[src/common/aspm_defines.svh]
// constants for the asynchronous serial port: counts, presets, sample points
// assumes inclusion by the serial port design file only
`ifndef ASPM_DEFINES_SVH
`define ASPM_DEFINES_SVH

// ****************************************
// bit timing
// ****************************************
`define ASPM_CNT_LAST     4'hF
`define ASPM_SAMPLE_A     4'h7
`define ASPM_SAMPLE_B     4'h8
`define ASPM_SAMPLE_C     4'h9
`define ASPM_OSC_LAST     2'h3

// ****************************************
// shift register values and fifo depth
// ****************************************
`define ASPM_RX_PRESET    9'h1FF
`define ASPM_TX_END_MARK  8'h01
`define ASPM_FIFO_DEPTH   16

`endif

[src/common/aspm_pkg.sv]
// types shared by the serial port and its users
// assumes nothing beyond a SystemVerilog compiler
package aspm_pkg;

	// ****************************************
	// modes and carriers
	// ****************************************
	typedef enum logic [1:0]
	{
		ASPM_MODE_SHIFT = 2'h0,
		ASPM_MODE_TEN   = 2'h1,
		ASPM_MODE_FIXED = 2'h2,
		ASPM_MODE_VAR   = 2'h3
	} aspm_mode_type;

	typedef struct packed
	{
		aspm_mode_type mode;
		logic          baud_double;
		logic          multiproc_filter;
		logic          tx_ninth_bit;
		logic          tx_timer_select;
		logic          rx_timer_select;
	} aspm_cfg_type;

	typedef struct packed
	{
		logic       rx_ninth_bit;
		logic [7:0] serial_buffer;
	} aspm_rx_word_type;

endpackage : aspm_pkg

[src/hw/aspm_uart.sv]
// asynchronous serial port: 10-bit and 11-bit frame modes, with tx fifo
// assumes timer overflow pulses come from logic on ref_clk; rx_pin is async
//
// Contract
// - 10-bit frame: low start, 8 data bits LSB first, high stop.
// - 10-bit mode: accepted frame stores stop bit as received ninth bit.
// - buffer write loads shifter, ninth=1 in 10-bit; start at next rollover.
// - start bit first, data output one bit later, first shift after another.
// - 10-bit: zeros shift in; final shift, done flag at 10th rollover.
// - falling edge at 16x sampling starts receive; counter reset, load 1FF.
// - sample at counter states 7, 8, 9; take two-of-three majority.
// - nonzero first bit resets receiver back to edge search.
// - 10-bit: start at end position gives final shift and gated load.
// - 10-bit: after final shift always return to edge search.
// - failed acceptance loses frame; flag, buffer, ninth bit unchanged.
// - 11-bit frame: start, 8 data LSB first, programmed ninth, stop.
// - fixed 11-bit mode: oscillator over 64, or 32 with baud double.
// - variable modes use timer 1 or 2 per direction by select bits.
// - 11-bit: load ninth bit; first shift inserts stop, then zeros.
// - 11-bit: final shift and done flag at 11th rollover.
// - 11-bit: accept if flag clear and filter off or ninth bit one.
// - 11-bit: resume edge search one bit time after final shift.
// - 11-bit: received stop bit affects nothing.
// - timer 1 rate: overflow rate times two to baud double over 32.
// - timer 2 rate: overflow rate over 16.
`timescale 1ns/1ns
`include "aspm_defines.svh"

// ****************************************
// transmit fifo
// ****************************************
module aspm_fifo
#(
	parameter int WIDTH = 8,
	parameter int DEPTH = `ASPM_FIFO_DEPTH
)
(
	input  wire logic             ref_clk,
	input  wire logic             rst,
	input  wire logic             in_valid,
	output logic                  in_ready,
	input  wire logic [WIDTH-1:0] in_data,
	output logic                  out_valid,
	input  wire logic             out_ready,
	output logic      [WIDTH-1:0] out_data
);
	localparam int AW = $clog2(DEPTH);

	logic [WIDTH-1:0] mem [DEPTH];
	logic [AW-1:0]    wr_ptr;
	logic [AW-1:0]    rd_ptr;
	logic [AW:0]      count;
	wire              push = in_valid && in_ready;
	wire              pop  = out_valid && out_ready;

	assign in_ready  = count != (AW+1)'(DEPTH);
	assign out_valid = count != '0;
	assign out_data  = mem[rd_ptr];

	always_ff @(posedge ref_clk)
	begin
		if (push)
			mem[wr_ptr] <= in_data;
	end

	always_ff @(posedge ref_clk or posedge rst)
	begin
		if (rst)
		begin
			wr_ptr <= '0;
			rd_ptr <= '0;
			count  <= '0;
		end
		else
		begin
			if (push)
				wr_ptr <= (wr_ptr == AW'(DEPTH-1)) ? '0 : wr_ptr + 1'b1;
			if (pop)
				rd_ptr <= (rd_ptr == AW'(DEPTH-1)) ? '0 : rd_ptr + 1'b1;
			count <= count + (AW+1)'(push) - (AW+1)'(pop);
		end
	end
endmodule : aspm_fifo

// ****************************************
// serial port
// ****************************************
module aspm_uart
(
	input  wire logic                      ref_clk,
	input  wire logic                      rst,
	input  wire aspm_pkg::aspm_cfg_type    cfg,
	input  wire logic                      timer1_ovf,
	input  wire logic                      timer2_ovf,
	input  wire logic                      wr_valid,
	output logic                           wr_ready,
	input  wire logic [7:0]                wr_data,
	output logic                           tx_done_flag,
	input  wire logic                      tx_done_clear,
	output logic                           rx_done_flag,
	input  wire logic                      rx_done_clear,
	output aspm_pkg::aspm_rx_word_type     rx_word,
	input  wire logic                      rx_pin,
	output logic                           tx_pin
);
	import aspm_pkg::*;

	typedef enum logic [1:0]
	{
		TX_IDLE  = 2'b00,
		TX_WAIT  = 2'b01,
		TX_START = 2'b11,
		TX_DATA  = 2'b10
	} aspm_tx_state_type;

	typedef enum logic [1:0]
	{
		RX_IDLE  = 2'b00,
		RX_FRAME = 2'b01,
		RX_TAIL  = 2'b11
	} aspm_rx_state_type;

	function automatic logic aspm_maj3(input logic a, input logic b, input logic c);
		aspm_maj3 = (a & b) | (a & c) | (b & c);
	endfunction : aspm_maj3

	// ****************************************
	// 16x tick generation
	// ****************************************
	logic [1:0] osc_cnt;
	logic       t1_half;
	wire        osc_tick = cfg.baud_double ? osc_cnt[0] : (osc_cnt == `ASPM_OSC_LAST);
	wire        t1_tick  = timer1_ovf && (cfg.baud_double || t1_half);
	wire        t2_tick  = timer2_ovf;
	wire        active   = cfg.mode != ASPM_MODE_SHIFT;
	wire        eleven   = cfg.mode[1];
	wire        tx_tick  = active && ((cfg.mode == ASPM_MODE_FIXED) ? osc_tick
	                     : (cfg.tx_timer_select ? t2_tick : t1_tick));
	wire        rx_tick  = active && ((cfg.mode == ASPM_MODE_FIXED) ? osc_tick
	                     : (cfg.rx_timer_select ? t2_tick : t1_tick));

	always_ff @(posedge ref_clk or posedge rst)
	begin
		if (rst)
		begin
			osc_cnt <= 2'h0;
			t1_half <= 1'b0;
		end
		else
		begin
			osc_cnt <= osc_cnt + 2'h1;
			if (timer1_ovf)
				t1_half <= ~t1_half;
		end
	end

	// ****************************************
	// transmitter
	// ****************************************
	aspm_tx_state_type tx_state;
	logic [3:0]        tx_cnt;
	logic [8:0]        tsr;
	logic              tx_shifted;
	logic [7:0]        fifo_data;
	logic              fifo_valid;
	wire               tx_roll  = tx_tick && (tx_cnt == `ASPM_CNT_LAST);
	wire               tx_load  = fifo_valid && (tx_state == TX_IDLE) && active;
	// marker one sits just left of the last bit at the output
	wire               tx_last  = tx_shifted && (tsr[8:1] == `ASPM_TX_END_MARK);
	wire               tx_first = !tx_shifted && eleven;

	aspm_fifo
	#(
		.WIDTH (8),
		.DEPTH (`ASPM_FIFO_DEPTH)
	)
	u_fifo
	(
		.ref_clk   (ref_clk),
		.rst       (rst),
		.in_valid  (wr_valid),
		.in_ready  (wr_ready),
		.in_data   (wr_data),
		.out_valid (fifo_valid),
		.out_ready (tx_load),
		.out_data  (fifo_data)
	);

	always_ff @(posedge ref_clk or posedge rst)
	begin
		if (rst)
		begin
			tx_state     <= TX_IDLE;
			tx_cnt       <= 4'h0;
			tsr          <= 9'h000;
			tx_shifted   <= 1'b0;
			tx_pin       <= 1'b1;
			tx_done_flag <= 1'b0;
		end
		else
		begin
			if (tx_tick)
				tx_cnt <= tx_cnt + 4'h1;
			if (tx_done_clear)
				tx_done_flag <= 1'b0;
			unique case (tx_state)
				TX_IDLE:
				begin
					tx_pin <= 1'b1;
					if (tx_load)
					begin
						tsr        <= {eleven ? cfg.tx_ninth_bit : 1'b1, fifo_data};
						tx_shifted <= 1'b0;
						tx_state   <= TX_WAIT;
					end
				end
				TX_WAIT:
					if (tx_roll)
					begin
						tx_pin   <= 1'b0;
						tx_state <= TX_START;
					end
				TX_START:
					if (tx_roll)
					begin
						tx_pin   <= tsr[0];
						tx_state <= TX_DATA;
					end
				TX_DATA:
					if (tx_roll)
					begin
						// first 11-bit shift inserts the stop bit, zeros after
						tsr        <= {tx_first, tsr[8:1]};
						tx_shifted <= 1'b1;
						tx_pin     <= tx_last ? 1'b1 : tsr[1];
						if (tx_last)
						begin
							tx_done_flag <= 1'b1;
							tx_state     <= TX_IDLE;
						end
					end
				default:
					tx_state <= TX_IDLE;
			endcase
		end
	end

	// ****************************************
	// receiver
	// ****************************************
	logic              rx_s1;
	logic              rx_s2;
	logic              rx_last;
	logic              samp_a;
	logic              samp_b;
	aspm_rx_state_type rx_state;
	logic [3:0]        rx_cnt;
	logic [8:0]        rsr;
	logic              rx_first;
	wire               rx_vote   = aspm_maj3(samp_a, samp_b, rx_s2);
	wire               rx_decide = rx_tick && (rx_cnt == `ASPM_SAMPLE_C);
	wire               rx_edge   = rx_tick && rx_last && !rx_s2;
	// start bit reached the end position: this bit is the final one
	wire               rx_final  = !rx_first && !rsr[0];
	wire               rx_accept = !rx_done_flag && (!cfg.multiproc_filter || rx_vote);

	always_ff @(posedge ref_clk or posedge rst)
	begin
		if (rst)
		begin
			rx_s1 <= 1'b1;
			rx_s2 <= 1'b1;
		end
		else
		begin
			rx_s1 <= rx_pin;
			rx_s2 <= rx_s1;
		end
	end

	always_ff @(posedge ref_clk or posedge rst)
	begin
		if (rst)
		begin
			rx_last      <= 1'b1;
			samp_a       <= 1'b1;
			samp_b       <= 1'b1;
			rx_state     <= RX_IDLE;
			rx_cnt       <= 4'h0;
			rsr          <= `ASPM_RX_PRESET;
			rx_first     <= 1'b1;
			rx_done_flag <= 1'b0;
			rx_word      <= '0;
		end
		else
		begin
			if (rx_tick)
			begin
				rx_last <= rx_s2;
				rx_cnt  <= rx_cnt + 4'h1;
			end
			if (rx_tick && rx_cnt == `ASPM_SAMPLE_A)
				samp_a <= rx_s2;
			if (rx_tick && rx_cnt == `ASPM_SAMPLE_B)
				samp_b <= rx_s2;
			if (rx_done_clear)
				rx_done_flag <= 1'b0;
			unique case (rx_state)
				RX_IDLE:
					if (rx_edge)
					begin
						rx_cnt   <= 4'h1; // edge tick counts as state zero
						rsr      <= `ASPM_RX_PRESET;
						rx_first <= 1'b1;
						rx_state <= RX_FRAME;
					end
				RX_FRAME:
					if (rx_decide)
					begin
						rx_first <= 1'b0;
						// shifter is mirrored: bits enter on the left, oldest at bit 0
						rsr <= {rx_vote, rsr[8:1]};
						if (rx_first && rx_vote)
							rx_state <= RX_IDLE;
						else if (rx_final)
						begin
							if (rx_accept)
							begin
								// 10-bit: vote is the stop bit; 11-bit: the ninth bit
								rx_word      <= {rx_vote, rsr[8:1]};
								rx_done_flag <= 1'b1;
							end
							rx_state <= eleven ? RX_TAIL : RX_IDLE;
						end
					end
				RX_TAIL:
					if (rx_decide)
						rx_state <= RX_IDLE; // stop bit is ignored
				default:
					rx_state <= RX_IDLE;
			endcase
			if (!active)
				rx_state <= RX_IDLE;
		end
	end
endmodule : aspm_uart

[config.mk]
export PLATFORM = sky130hd
export DESIGN_NAME = aspm_uart
export DESIGN_NICKNAME = d
export VERILOG_FILES = /design/src/common/aspm_pkg.sv /design/src/hw/aspm_uart.sv
export VERILOG_INCLUDE_DIRS = /design/src /design/src/common
export SDC_FILE = /design/constraint.sdc
export NUM_CORES = 1
export LEC_CHECK = 0
export BUFFER_PORTS_ARGS = -buffer_cell sky130_fd_sc_hd__buf_4
export CORE_MARGIN = 2
export CORE_UTILIZATION = 35
export CTS_CLUSTER_SIZE = 24
export DETAILED_ROUTE_END_ITERATION = 8
export PLACE_DENSITY_LB_ADDON = 0.2
export SYNTH_ARGS = -nofsm -noshare
export SYNTH_HDL_FRONTEND = slang
export SYNTH_SLANG_ARGS = --single-unit
export TNS_END_PERCENT = 10
[constraint.sdc]
create_clock -name ref_clk -period 2.5 [get_ports ref_clk]
set_input_delay 0.25 -clock ref_clk [delete_from_list [all_inputs] [get_ports ref_clk]]
set_output_delay 0.25 -clock ref_clk [all_outputs]
set_load 0.02 [all_outputs]
==> results.py, run 1 <==
metrics = {
    "status": {
        "outcome": "finished, final reports clean",
    },
    "critical_path": {
        "cpPeakStageDelay_ns": 0.40,
        "crit_arrival_ns": 2.66,
        "timing.critical_path.from": "u_fifo.count[3]$_DFF_PP0_",
        "r2r-start": "u_fifo.count[3]$_DFF_PP0_",
        "reg2reg_depth": 14,
        "cp_num_buf_inv": 4,
        "crit_slowest_cell": "dfrtp_1",
        "crit_type": "flip-flop to flip-flop",
        "crit_top_cell": "inv_1",
        "rrSetupSlack_ns": 0.16,
        "startpoint_type": "flip-flop",
        "crit_family": "adder cells",
        "crit_chain": "inv_2 -> ha_4 -> nor4b_4 -> nor4_4 -> ha_1 -> inv_1 -> ha_2 -> inv_1 -> fa_2 -> inv_1 -> a21oi_1 -> nor2_1 -> nor2_1 -> xnor2_1",
        "path_max_fanout": 2,
        "cp-endpoint": "u_fifo.count[4]$_DFF_PP0_",
        "cp_num_cells": 14,
        "worst_ep_required_time_ns": 2.82,
        "r2r_end": "u_fifo.count[4]$_DFF_PP0_",
        "end_kind": "flip-flop",
    },
    "route": {
        "routedWlPerCell_um": 18.3,
        "drtIter0Drc": 319,
        "drc": 0,
        "vias": 4593,
        "via_per_inst": 4.98,
        "postRouteAntennaNets": 0,
        "routed_wirelength_um": 16900,
        "first_pass_iters": 4,
    },
    "synthesis": {
        "synth_edf_count": 128,
        "synth_nets": 582,
        "synth_cell_type_count": 58,
        "yosysMostFrequentCell": "edfxtp_1",
        "ys_top_cells_by_count": "edfxtp_1, mux2i_1, dfrtp_1",
        "netlist_instances": 542,
        "ys_ff_latch": 193,
        "avgSynthCellArea_um2": 15.0,
        "yosysWarnings": 0,
        "ys.flop_type": "edfxtp_1",
        "synth_top_area_share_pct": 47.2,
        "async_reset_ff_share_pct": 33.7,
        "syn_area_um2": 8150,
        "yosysTopAreaCell": "edfxtp_1",
        "synthTopCellsByArea": "edfxtp_1, dfrtp_1, mux2i_1",
        "ys_seq_area_share_pct": 67.4,
    },
    "sta": {
        "post-route-min-period_ns": 2.34,
        "finalCritPeriodShare_pct": 93.6,
        "worst_slew_pin_slew_ns": 0.615,
        "drv_slew": 0,
        "max_freq_ghz": 0.427,
        "fin_skew_ns": 0.0122,
        "hold_violations": 0,
        "relSlewSlack_pct": 59.0,
        "setup_viol": 0,
    },
    "cts": {
        "clkSinkCount": 193,
        "cts_buffer_depth": 2,
        "path_clk_slew_ns": 0.08,
        "cts_buffers": 17,
        "cts_tree": "done",
        "h-tree-depth": 4,
        "clock-root-buffer": "clkbuf_16",
        "clock_latency_ns": 0.43,
    },
    "placed_design": {
        "numPortBuffers": 35,
        "dp_hpwl_um": 11700,
        "gp_congestion": 0.792,
        "dp_cells": 882,
    },
    "layout": {
        "num_antenna_cells": 0,
        "syn_to_final_growth_pct": 16.2,
        "layout.nets": 636,
        "layout-drive-gt1-share_pct": 21.7,
        "instances_no_fill": 922,
        "final_util_pct": 41.6,
    },
    "floorplanning": {
        "die_w_um": 157,
        "die_h_um": 157,
        "ioPinCount": 36,
        "dieArea_um2": 24500,
        "initial_core_util_pct": 35.8,
        "rows": 55,
        "core_area_um2": 22800,
    },
    "global_route": {
        "antenna_found_initial": 0,
        "grtUsageTotal_pct": 14.9,
        "overflow": 0,
        "grt_pass1_wl_um": 27000,
        "grt_pass1_vias": 4756,
        "grt_max_degree": 35,
    },
    "power": {
        "p_leak_nw": 3.64,
        "powerDensity_nw_per_um2": 1060,
        "peakVddDrop_v": 0.000462,
    },
    "job": {
        "maxCapViolCount": 0,
    },
    "hold_path": {
        "hp-class": "input port to flip-flop",
    },
}
==> kinds of logic (layout without fill, tap and decap cells) <==
| group | after synthesis | after routing | share of synthesized area [%] |
|---|---|---|---|
| AOI/OAI and AO/OA | 99 | 99 | 8.90 |
| xor gates and xnor gates | 13 | 13 | 1.40 |
| muxes | 81 | 81 | 10.3 |
| and+or+nand+nor | 93 | 93 | 6.55 |
| DFF | 193 | 193 | 67.4 |
| adders and majority gates | 18 | 18 | 2.82 |
| buffers and inverters | 45 | 112 | 2.69 |
==> cells in the final DEF, fill, tap and decap left out, types with 9 or more instances in the layout <==
cell type	synthesis	final
edfxtp_1	128	128
mux2i_1	65	65
buf_4	5	51
dfrtp_1	49	48
a22oi_1	32	32
nand2_1	24	24
o21ai_0	19	19
inv_1	22	19
clkbuf_16	0	17
dfstp_2	16	16
and2_1	15	15
nor2_1	14	14
ha_1	16	14
mux2_2	13	13
a31oi_1	10	10
o22a_1	9	9
==> worst register-to-register path, stage by stage, from the launching register on <==
cell and delay [ns]:
dfrtp_1 0.40, inv_2 0.09, ha_4 0.13, nor4b_4 0.23, nor4_4 0.06, ha_1 0.28, inv_1 0.06, ha_2 0.17
inv_1 0.06, fa_2 0.40, inv_1 0.06, a21oi_1 0.06, nor2_1 0.08, nor2_1 0.05, xnor2_1 0.11
==> routing by layer <==
layer,up-vias,part of all wire (%),GRT usage [%]
met2,92,50,25.3
met3,18,3.0,3.10
li1,2166,-,-
met4,0,1.3,4.06
met1,2317,45,19.3
met5,-,0,0
==> through the flow <==
step | hold WS, ns | power [mW] | cell area, µm² | worst slack, ns | setup TNS (ns)
after floorplan | 0.254 | 6.47 | 8160 | -0.0173 | -0.0173
final | 0.167 | 10.0 | 9470 | 0.160 | 0
after CTS | 0.145 | 10.0 | 9430 | 0.0525 | 0
after detailed placement | 0.250 | 7.37 | 8800 | 0.0301 | 0
after global routing | 0.149 | 10.6 | 9470 | -0.00859 | -0.00859
after global placement | 0.250 | 7.29 | 8800 | 0.0602 | 0
==> cell type report <==
cell class / instances / area, µm²
timing repair buffer: 57 / 453
clock buffer: 17 / 425
tap: 313 / 392
inverter: 23 / 86.3
sequential: 193 / 5490
fill: 2118 / 13300
clock inverter: 15 / 146
multi-input combinational: 304 / 2470
==> state kept, by name (all words and copies together), names as in the netlist, 2 cells and up <==
register and flops:
osc_cnt 2, tx_state 2, u_fifo.wr_ptr 4, rx_cnt 4, tx_cnt 4, rx_word 9, tsr 9, u_fifo.mem 128
rx_state 2, u_fifo.rd_ptr 4, u_fifo.count 5, rsr 9
==> worst min-delay path by stage <==
stage / startpoint / to / cells past startpoint
2_1_floorplan: rx_pin / rx_s1$_DFF_PP1_ / 0
3_3_place_gp: rst / rx_word[7]$_DFFE_PP0P_ / 2
3_5_place_dp: rst / rx_word[7]$_DFFE_PP0P_ / 2
4_1_cts: wr_data[6] / u_fifo.mem[8][6]$_DFFE_PP_ / 1
5_1_grt: wr_data[6] / u_fifo.mem[1][6]$_DFFE_PP_ / 1
6_report: wr_data[6] / u_fifo.mem[8][6]$_DFFE_PP_ / 1
==> report_power, final <==
group | switching [mW] | leakage (nW) | internal, mW
Combinational | 1.53 | 1.43 | 1.33
Sequential | 0.524 | 1.94 | 3.99
Clock | 1.24 | 0.276 | 1.40
Total | 3.29 | 3.64 | 6.72
==> timing repair <==
action | 4_1_cts | 5_1_grt
resized for setup | 1 | 6
setup endpoints to repair | 1 | 11
setup buffers | 0 | 3
hold endpoints to repair | 12 | 0
hold buffers | 5 | 0
pin swaps | 0 | 2
Note: power is estimated with default switching activity, not from simulation.
==> run 2, diff against run 1 <==
--- a/config.mk
+++ b/config.mk
@@ -7,6 +7,8 @@
 export NUM_CORES = 1
 export LEC_CHECK = 0
 export BUFFER_PORTS_ARGS = -buffer_cell sky130_fd_sc_hd__buf_4
+export CELL_PAD_IN_SITES_DETAIL_PLACEMENT = 0
+export CELL_PAD_IN_SITES_GLOBAL_PLACEMENT = 1
 export CORE_MARGIN = 2
 export CORE_UTILIZATION = 35
 export CTS_CLUSTER_SIZE = 24
==> results.py, run 2 (synthesis gave the netlist of run 1 again) <==
metrics = {
    "status": {
        "outcome": "finished, final reports clean",
    },
    "global_route": {
        "grtUsageMet2_pct": 24.4,
        "grt_pass1_vias": 4626,
        "busiest_layer": "met2",
        "grt_pass1_wl_um": 27200,
        "use_met1_pct": 20.3,
        "globalRouteMet3Util_pct": 3.79,
        "antenna_found_initial": 0,
        "grtUsageTotal_pct": 15.0,
        "overflow": 0,
        "grt_max_degree": 66,
    },
    "job": {
        "maxCapViolCount": 0,
    },
    "power": {
        "powerDensity_nw_per_um2": 1060,
        "combPwrFrac_pct": 28.6,
        "peakVddDrop_v": 0.000449,
        "p_leak_nw": 3.70,
        "p_sw_share_pct": 34.1,
        "p_sw_mw": 3.47,
        "intPower_mw": 6.70,
        "p_seq_share_pct": 44.2,
        "pwr-share-clk_pct": 27.2,
    },
    "critical_path": {
        "rrSetupSlack_ns": 0.15,
        "reg2reg_depth": 14,
        "end_kind": "flip-flop",
        "crit_type": "flip-flop to flip-flop",
        "r2r-start": "u_fifo.count[2]$_DFF_PP0_",
        "r2r_end": "u_fifo.count[4]$_DFF_PP0_",
        "cp-endpoint": "u_fifo.count[4]$_DFF_PP0_",
        "path_max_fanout": 2,
        "worst_ep_required_time_ns": 2.82,
        "startpoint_type": "flip-flop",
        "timing.critical_path.from": "u_fifo.count[2]$_DFF_PP0_",
        "crit_arrival_ns": 2.68,
    },
    "route": {
        "drc": 0,
        "first_pass_iters": 4,
        "routedWlPerCell_um": 18.7,
        "postRouteAntennaNets": 0,
        "routed_wirelength_um": 17300,
        "vias": 4573,
        "drtIter0Drc": 293,
        "via_per_inst": 4.93,
    },
    "sta": {
        "rsz0062_at_grt": "no",
        "relSlewSlack_pct": 57.4,
        "worst_slew_pin_slew_ns": 0.639,
        "post-route-min-period_ns": 2.35,
        "max_freq_ghz": 0.425,
        "finalCritPeriodShare_pct": 94.1,
        "fin_skew_ns": 0.0107,
        "setup_tns_ns": 0,
        "whs_ns": 0.151,
        "setup_slack_ns": 0.148,
        "setup_viol": 0,
        "hold_violations": 0,
        "drv_slew": 0,
    },
    "cts": {
        "clkSinkCount": 193,
        "cts_buffer_depth": 2,
        "clock-root-buffer": "clkbuf_16",
        "path_clk_slew_ns": 0.08,
        "clock_latency_ns": 0.44,
        "h-tree-depth": 4,
        "cts_buffers": 17,
        "cts_tree": "done",
    },
    "placed_design": {
        "gp_congestion": 0.818,
        "dp_slack_ns": 0.0153,
        "dp_hpwl_um": 11900,
        "numPortBuffers": 35,
    },
    "layout": {
        "layout.nets": 641,
        "num_antenna_cells": 0,
        "layout-drive-gt1-share_pct": 22.0,
        "syn_to_final_growth_pct": 17.4,
        "largest_reg_flops": 128,
        "final_common_cell": "edfxtp_1",
        "final_cell_mix": "edfxtp_1, mux2i_1, buf_4, dfrtp_1, a22oi_1",
        "regMostFlops": "u_fifo.mem",
    },
    "floorplanning": {
        "dieArea_um2": 24500,
        "die_w_um": 157,
        "core_area_um2": 22800,
        "ioPinCount": 36,
        "initial_core_util_pct": 35.8,
        "rows": 55,
        "die_h_um": 157,
    },
    "hold_path": {
        "hp-class": "input port to flip-flop",
    },
}
==> run 2: changes by cell type in the layout (fill, tap and decap cells not counted), sizes merged <==
cell,previous run,this run
clkinvlp,3,0
clkinv,2,9
inv,32,29
buf,52,57
bufinv,1,0
==> run 2: per-stage QoR <==
step                      area (µm²)  util [%]  total power, mW  instances
after CTS                       9560      42.0             10.2        926
after detailed placement        8870      38.9             7.44        889
after global placement          8870      38.9             7.39        889
after floorplan                 8160         -             6.47        542
final                           9570      42.0             10.2        927
after global routing            9570      42.0             10.8        927
==> run 2: cell type report <==
class                      instances  area (µm²)
clock buffer                      17         425
clock inverter                    15         206
fill                            2080       13200
inverter                          23        86.3
multi-input combinational        304        2460
sequential                       193        5490
tap                              313         392
timing repair buffer              62         503
==> run 2: timing repair <==
item	4_1_cts	5_1_grt
pin swaps	0	1
buffers inserted	0	1
hold endpoints to repair	53	0
endpoints found under the setup margin	1	11
hold buffers	5	0
gates resized for setup	1	3
gates cloned	0	0
==> run 2: how the worst min path moves through the flow <==
stage                     slack [ns]             from                           to  cells after the start
final                           0.15       wr_data[1]  u_fifo.mem[11][1]$_DFFE_PP_                      1
after global routing            0.14       wr_data[1]  u_fifo.mem[11][1]$_DFFE_PP_                      1
after CTS                       0.15       wr_data[1]  u_fifo.mem[10][1]$_DFFE_PP_                      1
after detailed placement        0.35  rx_s1$_DFF_PP1_              rx_s2$_DFF_PP1_                      0
after global placement          0.35              rst       rx_word[6]$_DFFE_PP0P_                      3
after floorplan                 0.25           rx_pin              rx_s1$_DFF_PP1_                      0
==> run 2: metal layers <==
metal / wire length [µm] / share of wire [%]
met2: 8240 / 48
met1: 8220 / 47
met4: 172 / 0.99
met3: 693 / 4.0
met5: 0 / 0
==> run 2: critical path, stage by stage (launching register included) <==
cell and delay, ns:
dfrtp_1 0.41, inv_2 0.07, ha_2 0.18, nor4b_4 0.25
nor4_4 0.06, ha_1 0.30, inv_1 0.06, ha_1 0.16
inv_1 0.05, fa_2 0.34, inv_1 0.06, a21oi_1 0.06
nor2_1 0.08, nor2_1 0.05, xnor2_1 0.11
==> run 2: power by group through the flow <==
stage	Combinational, mW	Sequential, mW	Clock [mW]
2_1_floorplan	2.15	4.31	0
3_3_place_gp	2.86	4.53	0
3_5_place_dp	2.90	4.54	0
4_1_cts	2.92	4.49	2.84
5_1_grt	3.21	4.57	2.97
6_report	2.91	4.49	2.77
